## src/rtl/rpsc_defs.vh

```
// Constants for the radio power-up and sleep controller
`ifndef RPSC_DEFS_VH
`define RPSC_DEFS_VH
`define RPSC_CLK_MHZ 100
`define RPSC_CMD_WRITE 1'b0
`define RPSC_ADDR_W 7
`define RPSC_DATA_W 16
`define RPSC_REG_INIT 7'h1B
`define RPSC_INIT_VALUE 16'h4200
`define RPSC_REG_SLEEP 7'h23
`define RPSC_SLEEP_BIT 14
`define RPSC_REG_STATUS 7'h30
`define RPSC_READY_BIT 15
`define RPSC_XTAL_MS 3
`define RPSC_XTAL_CYCLES (`RPSC_XTAL_MS * 1000 * 1000 / (1000 / `RPSC_CLK_MHZ))
`define RPSC_REFDIV_NS 42
`define RPSC_REFDIV_CYCLES 4
`endif

```

## src/rtl/rpsc_top.v

```verilog
// Radio power-up, init, sleep and wake control with its SPI register port
`timescale 1ns/1ps
`include "rpsc_defs.vh"
module rpsc_top
#(
  parameter XTAL_CYCLES = `RPSC_XTAL_CYCLES
)
(
  input wire i_clk,
  input wire i_sys_rst,
  input wire i_shutdown_n,
  input wire i_spi_ss_n,
  input wire i_spi_sck,
  input wire i_spi_mosi,
  input wire i_trx_req,
  input wire i_pkt_status,
  input wire i_buf_status,
  output reg o_spi_miso,
  output reg o_spi_miso_oe,
  output reg o_buffered_ref_clock_out,
  output reg o_packet_flag_pin,
  output reg o_fifo_flag_pin,
  output reg o_framer_ready_flag,
  output reg o_sleeping,
  output reg o_xtal_stable,
  output reg o_trx_accept
);
  localparam ST_OFF = 2'h0;
  localparam ST_WAIT_INIT = 2'h1;
  localparam ST_READY = 2'h2;
  localparam ST_SLEEP = 2'h3;

  // Two-flop synchronisers for the shutdown and SPI pins; first stage read only by second
  reg [3:0] sync1_reg;
  reg [3:0] sync2_reg;
  reg sck_prev_reg;
  reg ss_prev_reg;
  wire shut_n_s = sync2_reg[0];
  wire ss_n_s = sync2_reg[1];
  wire sck_s = sync2_reg[2];
  wire mosi_s = sync2_reg[3];
  // 100 MHz sampling gives at least 4 samples per half period at 12 MHz
  wire sck_rise = sck_s & ~sck_prev_reg;
  wire sck_fall = ~sck_s & sck_prev_reg;
  wire ss_rise = ss_n_s & ~ss_prev_reg;

  reg [1:0] state_reg;
  reg [5:0] bit_cnt_reg;
  reg [23:0] shift_reg;
  reg [15:0] tx_reg;
  reg sleep_bit_reg;
  reg init_done_reg;
  reg rd_cmd_reg;
  reg [31:0] xtal_cnt_reg;
  reg [2:0] div_cnt_reg;

  // Status word returned on reads of the status register
  function [15:0] status_word;
    input ready;
    begin
      status_word = 16'h0000;
      status_word[`RPSC_READY_BIT] = ready;
    end
  endfunction

  // Pin synchronisation
  always @(posedge i_clk)
  begin
    if (i_sys_rst)
    begin
      sync1_reg <= 4'h3;
      sync2_reg <= 4'h3;
      sck_prev_reg <= 1'b0;
      ss_prev_reg <= 1'b1;
    end
    else
    begin
      sync1_reg <= {i_spi_mosi, i_spi_sck, i_spi_ss_n, i_shutdown_n};
      sync2_reg <= sync1_reg;
      sck_prev_reg <= sck_s;
      ss_prev_reg <= ss_n_s;
    end
  end

  // SPI slave, mode 0: first bit R/W, 7 address bits, 16 data bits
  always @(posedge i_clk)
  begin
    if (i_sys_rst || !shut_n_s)
    begin
      bit_cnt_reg <= 6'h00;
      shift_reg <= 24'h000000;
      tx_reg <= 16'h0000;
      sleep_bit_reg <= 1'b0;
      init_done_reg <= 1'b0;
      rd_cmd_reg <= 1'b0;
      o_spi_miso <= 1'b0;
      o_spi_miso_oe <= 1'b0;
    end
    else if (ss_n_s)
    begin
      bit_cnt_reg <= 6'h00;
      o_spi_miso_oe <= 1'b0;
      // A wake select must not send the block straight back to sleep
      // sleep request spent
      if (state_reg == ST_SLEEP)
        sleep_bit_reg <= 1'b0;
    end
    else
    begin
      if (sck_rise && bit_cnt_reg < 6'd24)
      begin
        shift_reg <= {shift_reg[22:0], mosi_s};
        bit_cnt_reg <= bit_cnt_reg + 6'h01;
        // Latch the direction bit; it moves on in shift_reg with every later bit
        if (bit_cnt_reg == 6'h07)
          rd_cmd_reg <= (shift_reg[6] != `RPSC_CMD_WRITE);
        if (bit_cnt_reg == 6'h07 && shift_reg[6] != `RPSC_CMD_WRITE)
        begin
          if ({shift_reg[5:0], mosi_s} == `RPSC_REG_STATUS)
            tx_reg <= status_word(init_done_reg);
          else if ({shift_reg[5:0], mosi_s} == `RPSC_REG_SLEEP)
            tx_reg <= {1'b0, sleep_bit_reg, 14'h0000};
          else
            tx_reg <= 16'h0000;
        end
        if (bit_cnt_reg == 6'd23 && shift_reg[22] == `RPSC_CMD_WRITE)
        begin
          if (shift_reg[21:15] == `RPSC_REG_INIT && {shift_reg[14:0], mosi_s} == `RPSC_INIT_VALUE)
            init_done_reg <= 1'b1;
          if (shift_reg[21:15] == `RPSC_REG_SLEEP)
            sleep_bit_reg <= shift_reg[`RPSC_SLEEP_BIT - 1];
        end
      end
      if (sck_fall && bit_cnt_reg >= 6'h08 && bit_cnt_reg < 6'h18 && rd_cmd_reg)
      begin
        o_spi_miso_oe <= 1'b1;
        o_spi_miso <= tx_reg[15];
        tx_reg <= {tx_reg[14:0], 1'b0};
      end
      else if (bit_cnt_reg == 6'd24 && sck_fall)
        o_spi_miso_oe <= 1'b0;
    end
  end

  // Power state machine
  always @(posedge i_clk)
  begin
    if (i_sys_rst || !shut_n_s)
    begin
      state_reg <= ST_OFF;
      xtal_cnt_reg <= 32'h00000000;
    end
    else
    begin
      case (state_reg)
        ST_OFF:
        begin
          state_reg <= ST_WAIT_INIT;
          xtal_cnt_reg <= 32'h00000000;
        end
        ST_WAIT_INIT:
          if (init_done_reg)
            state_reg <= ST_READY;
        ST_READY:
          if (sleep_bit_reg && ss_rise)
            state_reg <= ST_SLEEP;
        ST_SLEEP:
          if (!ss_n_s)
          begin
            state_reg <= ST_READY;
            xtal_cnt_reg <= 32'h00000000;
          end
        default:
          state_reg <= ST_OFF;
      endcase
      if (state_reg != ST_OFF && state_reg != ST_SLEEP && xtal_cnt_reg < XTAL_CYCLES)
        xtal_cnt_reg <= xtal_cnt_reg + 32'h00000001;
    end
  end

  // Outputs; the reference clock is a divide of i_clk, so it runs near 12.5 MHz
  always @(posedge i_clk)
  begin
    if (i_sys_rst || !shut_n_s)
    begin
      div_cnt_reg <= 3'h0;
      o_buffered_ref_clock_out <= 1'b0;
      o_packet_flag_pin <= 1'b0;
      o_fifo_flag_pin <= 1'b0;
      o_framer_ready_flag <= 1'b0;
      o_sleeping <= 1'b0;
      o_xtal_stable <= 1'b0;
      o_trx_accept <= 1'b0;
    end
    else
    begin
      if (state_reg == ST_SLEEP)
        div_cnt_reg <= 3'h0;
      else if (div_cnt_reg == `RPSC_REFDIV_CYCLES - 1)
      begin
        div_cnt_reg <= 3'h0;
        o_buffered_ref_clock_out <= ~o_buffered_ref_clock_out;
      end
      else
        div_cnt_reg <= div_cnt_reg + 3'h1;
      o_packet_flag_pin <= i_pkt_status;
      o_fifo_flag_pin <= i_buf_status;
      o_framer_ready_flag <= init_done_reg;
      o_sleeping <= (state_reg == ST_SLEEP);
      o_xtal_stable <= (xtal_cnt_reg >= XTAL_CYCLES);
      o_trx_accept <= i_trx_req && state_reg == ST_READY;
    end
  end
endmodule

```

## config.mk

```make
export PLATFORM = sky130hd
export DESIGN_NAME = rpsc_top
export DESIGN_NICKNAME = d
export VERILOG_FILES = /design/src/rtl/rpsc_top.v
export VERILOG_INCLUDE_DIRS = /design/src /design/src/rtl
export SDC_FILE = /design/constraint.sdc
export NUM_CORES = 1
export LEC_CHECK = 0
export BUFFER_PORTS_ARGS = -buffer_cell sky130_fd_sc_hd__buf_2
export CELL_PAD_IN_SITES_DETAIL_PLACEMENT = 1
export CELL_PAD_IN_SITES_GLOBAL_PLACEMENT = 1
export CORE_MARGIN = 5
export CORE_UTILIZATION = 43
export DETAILED_ROUTE_END_ITERATION = 12
export PLACE_DENSITY = 0.86
export SYNTH_ARGS = -nofsm -noshare
export SYNTH_HDL_FRONTEND = slang
export SYNTH_SLANG_ARGS = --single-unit
```

## constraint.sdc

```tcl
create_clock -name i_clk -period 2.08 [get_ports i_clk]
set_input_delay 0.208 -clock i_clk [delete_from_list [all_inputs] [get_ports i_clk]]
set_output_delay 0.208 -clock i_clk [all_outputs]
set_load 0.02 [all_outputs]
```

---- After elaboration in Yosys (flattened, before gate mapping) ----
Cells that the tools add are included.
storage, ports and cells
  output and inout bits ................... 9
  flip-flop bits (word level) ............. 104
  word-level logic and storage cells ...... 110
operators by class
  equality and inequality tests ........... 18
  order comparisons ....................... 4
  reduce and logical (&&, ||, !) cells .... 34
  $add $sub $neg .......................... 3
  bitwise gates (word level) .............. 10
  mux-type cells .......................... 19
operators with widths
  cell                                                                 count
  2-to-1 mux 16 bit                                                    4
  2-to-1 mux 32 bit                                                    2
  one-hot mux 32 bit (2 select lines)                                  1
  adder 32 x 1 -> 32 bit, second input constant                        1
  greater-or-equal comparator 32 x 19 -> 1 bit, second input constant  1
  < comparator 32 x 19 -> 1 bit, second input constant                 1
  == test 7 x 6 -> 1 bit, second input constant                        3
  == test 16 x 15 -> 1 bit, second input constant                      1
  2-to-1 mux 15 bit                                                    1
  nonzero test 2 bit                                                   7
  == test 6 x 5 -> 1 bit, second input constant                        2
  logical AND 1 bit                                                    12
  AND reduction 3 bit                                                  3
  inequality test 2 bit, second input constant                         4
  one-hot mux 2 bit (4 select lines)                                   1
  AND reduction 2 bit                                                  4
  AND reduction 4 bit                                                  2
  == test 7 x 5 -> 1 bit, second input constant                        1
  2-to-1 mux 1 bit                                                     7
  NOT 1 bit                                                            7
  adder 6 x 1 -> 6 bit, second input constant                          1
  == test 6 x 3 -> 1 bit, second input constant                        1
  greater-or-equal comparator 6 x 4 -> 1 bit, second input constant    1
  < comparator 6 x 5 -> 1 bit, second input constant                   1
  14 further kinds                                                     19

---- Logic depth before layout (Yosys ltp) ----
  depth in word-level cells ............... 7
  gate-level depth with buffers ........... 8
  depth with buffers taken out ............ 6

---- Least setup slack after synthesis ----
Ideal clock, no wire load.
  kind .................................... register -> register
  start point ............................. register state_reg[0]
  end point ............................... register xtal_cnt_reg[12]
  slack ................................... 0.110 ns
  stages on the path, launching flop included .. 7
  data required time ...................... 2.010 ns
  data arrival time ....................... 1.900 ns
  cells stage by stage .................... dfxtp_1 -> ha_1 -> and2_1 -> or4_1 -> or3_1 -> a21o_2 -> a21oi_1
between the ends
  word-level cells in the longest chain between the ends .. 5
RTL lines
  element                                                                       line            RTL
  from (decl)                                                                   rpsc_top.v:47   reg [1:0] state_reg;
  from (signal assigned)                                                        rpsc_top.v:150  state_reg <= ST_OFF;
  from (signal assigned)                                                        rpsc_top.v:158  state_reg <= ST_WAIT_INIT;
  from (signal assigned)                                                        rpsc_top.v:163  state_reg <= ST_READY;
  inequality test 2 bit / nonzero test 2 bit (equally long branches)            rpsc_top.v:176  if (state_reg != ST_OFF && state_reg != ST_SLEEP && xtal_cnt_reg < XTAL_CYCLES)
  logical AND 1 bit (2 in series)                                               rpsc_top.v:176
  inequality test 3 bit (no line) / nonzero test 3 bit (equally long branches)  --
  AND reduction 2 bit (no line)                                                 --
  to (signal assigned)                                                          rpsc_top.v:177  xtal_cnt_reg <= xtal_cnt_reg + 32'h00000001;
  to (decl)                                                                     rpsc_top.v:54   reg [31:0] xtal_cnt_reg;
Several ways; a longest one is shown, not always the timed one.
A chain may end at the register's enable or synchronous reset.

---- Worst setup path after layout ----
  start point ............................. register xtal_cnt_reg[1]
  end point ............................... register xtal_cnt_reg[12]
between the ends
  word-level cells in the longest chain between the ends .. 4
RTL lines
  element                                                                       line
  < comparator 32 x 19 -> 1 bit                                                 rpsc_top.v:176
  logical AND 1 bit                                                             rpsc_top.v:176
  inequality test 3 bit (no line) / nonzero test 3 bit (equally long branches)  --
  AND reduction 2 bit (no line)                                                 --
Several ways; a longest one is shown, not always the timed one.

==> results.md <==
* FF+latch area at 1807 sq um
* Number of stages on the worst hold path at 2
* R2r worst-path depth at 6
* Switch Pwr at 1.354 mW
* Register area share after synthesis at 45.61%
* Post-route cell area at 4601 sq um
* RSZ-0062 raised after global routing: true
* Initial Util at 43.37%
* Die extent in x at 105.8 microns
* Floorplan row count at 35
* I/O pins at 18
* ANT cells at 0
* Final Util at 50.51%
* Top-area cell type share of the netlist area at 45.61%
* Max reg flops at 32
* Clk Tree Root Cell: clkbuf_8
* Number of CTS-inserted buffers at 9
* Longest Clk Path Bufs at 2
* Vias per cell at 5.864
* Post-route ant nets at 0
* Maximum VDD drop at 0.3341 mV
* RR Startpoint: xtal_cnt_reg[1]
* Die Footprint at 11200 sq um
* Top cells by count, synth: 90 x dfxtp_1, 49 x nor2_1, 25 x mux2i_1, 25 x nand3_1, 21 x nand2_1
* Most area-consuming cells after synthesis: dfxtp_1 46%, mux2i_1 6.3%, nor2_1 4.7%
* Relative slew slack at 57.68%
* R2R Setup Slk at 0.03 ns
* Clock Skew at 0.01714 ns
* Register bit total from synthesis at 90
* Tightest Hold Check Type: input pin to register
* Status: completed
* Area Growth Syn to Fin at 16.47%
* Clk slew on worst S/H paths at 0.10 ns
* Ys async rst share at 0%
* GPL Wtd Cong at 0.8371
* Hold Startpoint: i_shutdown_n
* RR Endpoint: xtal_cnt_reg[12]
* Crit-path max cell delay at 0.48 ns
* Die height at 105.8 microns
* Slew Viols, Final at 0
* Cells after Synth at 427
* Hold Path End: sync1_reg[0]
* Seq pwr share at 43.9%
* Final min period at 2.052 ns
* Worst EP arrival at 2.35 ns
* Fmax at 0.4873 GHz
* CP required at 2.38 ns
* Worst-path cell chain: ha_2 > nand4_1 > or4_4 > or3_1 > a21o_2 > a21oi_2
* CP delay by family, top: simple AND/OR/NAND/NOR gates
* Antenna violations before repair at 0
* Layout net count at 487
* Crit share post-route at 98.65%
* First-pass GRT wire length at 17880 microns
* Switching part of the total power at 32.75%
* Synthesized area at 3950 sq um
* PwrDens at 898.6 nW/um^2
* Critical path class: register to register
* TritonCTS clock tree: done
* Num Clock Sinks at 90
* Final setup violation count at 0
* Main synth FF type: dfxtp_1
* Slew @ Worst Pin at 0.6348 ns
* Pleak at 1.905 nW
* Layout cells sized above 1 at 19.92%
* Synth unique cells at 62
* Final Hold Vio Count at 0
* Overflow after GRT at 0
* DP Area at 4323 sq um
* Synth warn at 0
* Via count at 3419
* Synth area leader: dfxtp_1
* Drt wl/cell at 18.88 microns
* Core ar. at 9109 sq um
* DRC violations left at 0
* Vias in the first global route at 3686
* Tot GR Track Use at 20.02%
* Fillers at 1065
* Hpwl dp at 7194 microns
* PortBufs at 17
* Total of max-cap violations at 0
* Cell-internal power at 2.780 mW
* Crit. End Element: register
* Drt total wl at 11010 microns
* Worst-Skew Late Latency at 0.37 ns
* Crit Path Max Fanout at 4
* TritonRoute pass-1 iters at 7
* Area of the multi-input gates at 2038 sq um
* Crit start category: register
* Syn_area_per_cell at 9.251 sq um
* Slowest stage cell, crit path: or4_4
* Top-count cell post-synth: dfxtp_1
* Largest net degree at the start of global routing at 27
* Comb power frac at 25.9%
* Number of flops mapped to enable cells by yosys at 0
* Syn_nets at 446
* H-tree lvl count at 3
* Clock group share of total power at 30.2%
* DRT iter0 DRCs at 187
* WP buf/inv at 0
-- routing by layer --
metal,share of wire [%],global-route usage (%),vias up
met1,43,23.51,1694
li1,-,-,1617
met3,4.2,3.674,18
met5,0,0,-
met2,50,35.34,90
met4,2.1,8.973,0
-- kinds of logic (layout without fill, tap and decap cells) --
logic type / count (synthesis) / after routing / synth area share [%]
xor gates and xnor gates: 5 / 5 / 1.109
muxes: 27 / 27 / 6.905
and+or+nand+nor: 187 / 187 / 25.53
DFF: 90 / 90 / 45.61
buffers and inverters: 35 / 79 / 3.927
AOI/OAI and AO/OA: 73 / 74 / 13.75
adders and majority gates: 10 / 10 / 3.168
-- power by group through the flow --
| stage | clock, mW | combinational (mW) | sequential [mW] |
|---|---|---|---|
| after CTS | 1.26 | 1.01 | 1.81 |
| after detailed placement | 0 | 0.942 | 1.85 |
| after global placement | 0 | 0.880 | 1.85 |
| final | 1.25 | 1.07 | 1.82 |
| after floorplan | 0 | 0.610 | 1.86 |
| after global routing | 1.34 | 1.15 | 1.83 |
-- what timing repair did --
item,in CTS,in global routing
gates resized for setup,1,13
endpoints found under the setup margin,8,28
pin swaps,1,3
cloned,0,1
hold buffers,0,0
buffers inserted,1,1
-- worst register-to-register path: stages (launching register included) --
cell and delay [ns]:
dfxtp_1 0.35, ha_2 0.21, nand4_1 0.24, or4_4 0.48
or3_1 0.36, a21o_2 0.24, a21oi_2 0.13
-- worst max path at each step --
| stage | slack, ns | endpoint | startpoint | cells after the start |
|---|---|---|---|---|
| 2_1_floorplan | 0.11 | xtal_cnt_reg[12] | state_reg[0] | 6 |
| 3_3_place_gp | 0.07 | xtal_cnt_reg[17] | xtal_cnt_reg[10] | 6 |
| 3_5_place_dp | -0.04 | xtal_cnt_reg[7] | xtal_cnt_reg[13] | 6 |
| 4_1_cts | 0.002 | xtal_cnt_reg[17] | xtal_cnt_reg[16] | 7 |
| 5_1_grt | -0.05 | xtal_cnt_reg[17] | xtal_cnt_reg[10] | 6 |
| 6_report | 0.03 | xtal_cnt_reg[12] | xtal_cnt_reg[1] | 6 |
-- cell usage in the layout (no fill, tap or decap), types with 5 or more instances in the layout --
cell | netlist | routed
nand2_1 | 21 | 21
inv_1 | 12 | 12
mux2i_1 | 25 | 25
clkbuf_8 | 0 | 10
and3_1 | 7 | 6
dfxtp_1 | 90 | 86
nor2_1 | 49 | 49
nand3_1 | 25 | 25
nor2b_1 | 7 | 7
a21oi_1 | 18 | 17
a21boi_0 | 6 | 6
o21ai_0 | 10 | 8
buf_4 | 2 | 31
buf_2 | 7 | 17
and4_1 | 5 | 5
nand4_1 | 13 | 13
nor3_1 | 6 | 6
o21a_1 | 7 | 7
and2_1 | 16 | 16
ha_1 | 10 | 9
nor4_1 | 12 | 12
-- per-stage QoR --
step / cells / hold WS [ns] / setup TNS [ns] / power, mW / setup WS (ns)
after floorplan: 427 / 0.3118 / 0 / 2.469 / 0.1097
after global placement: 565 / 0.3911 / 0 / 2.726 / 0.06803
after detailed placement: 565 / 0.3946 / -0.06303 / 2.793 / -0.04276
after CTS: 581 / 0.006477 / 0 / 4.081 / 0.001756
after global routing: 583 / 0.008202 / -0.3044 / 4.312 / -0.04940
final: 583 / 0.01368 / 0 / 4.134 / 0.02808
-- cell type report --
class	instances	share of cell area [%]
flip-flops and latches	90	39.27
repair buffers	51	8.023
multi-input cells	303	44.30
inverters	13	1.061
clock buffers	10	2.992
clock inverters	5	1.333
well taps	111	3.019
Power figures use the tool's default switching activity.
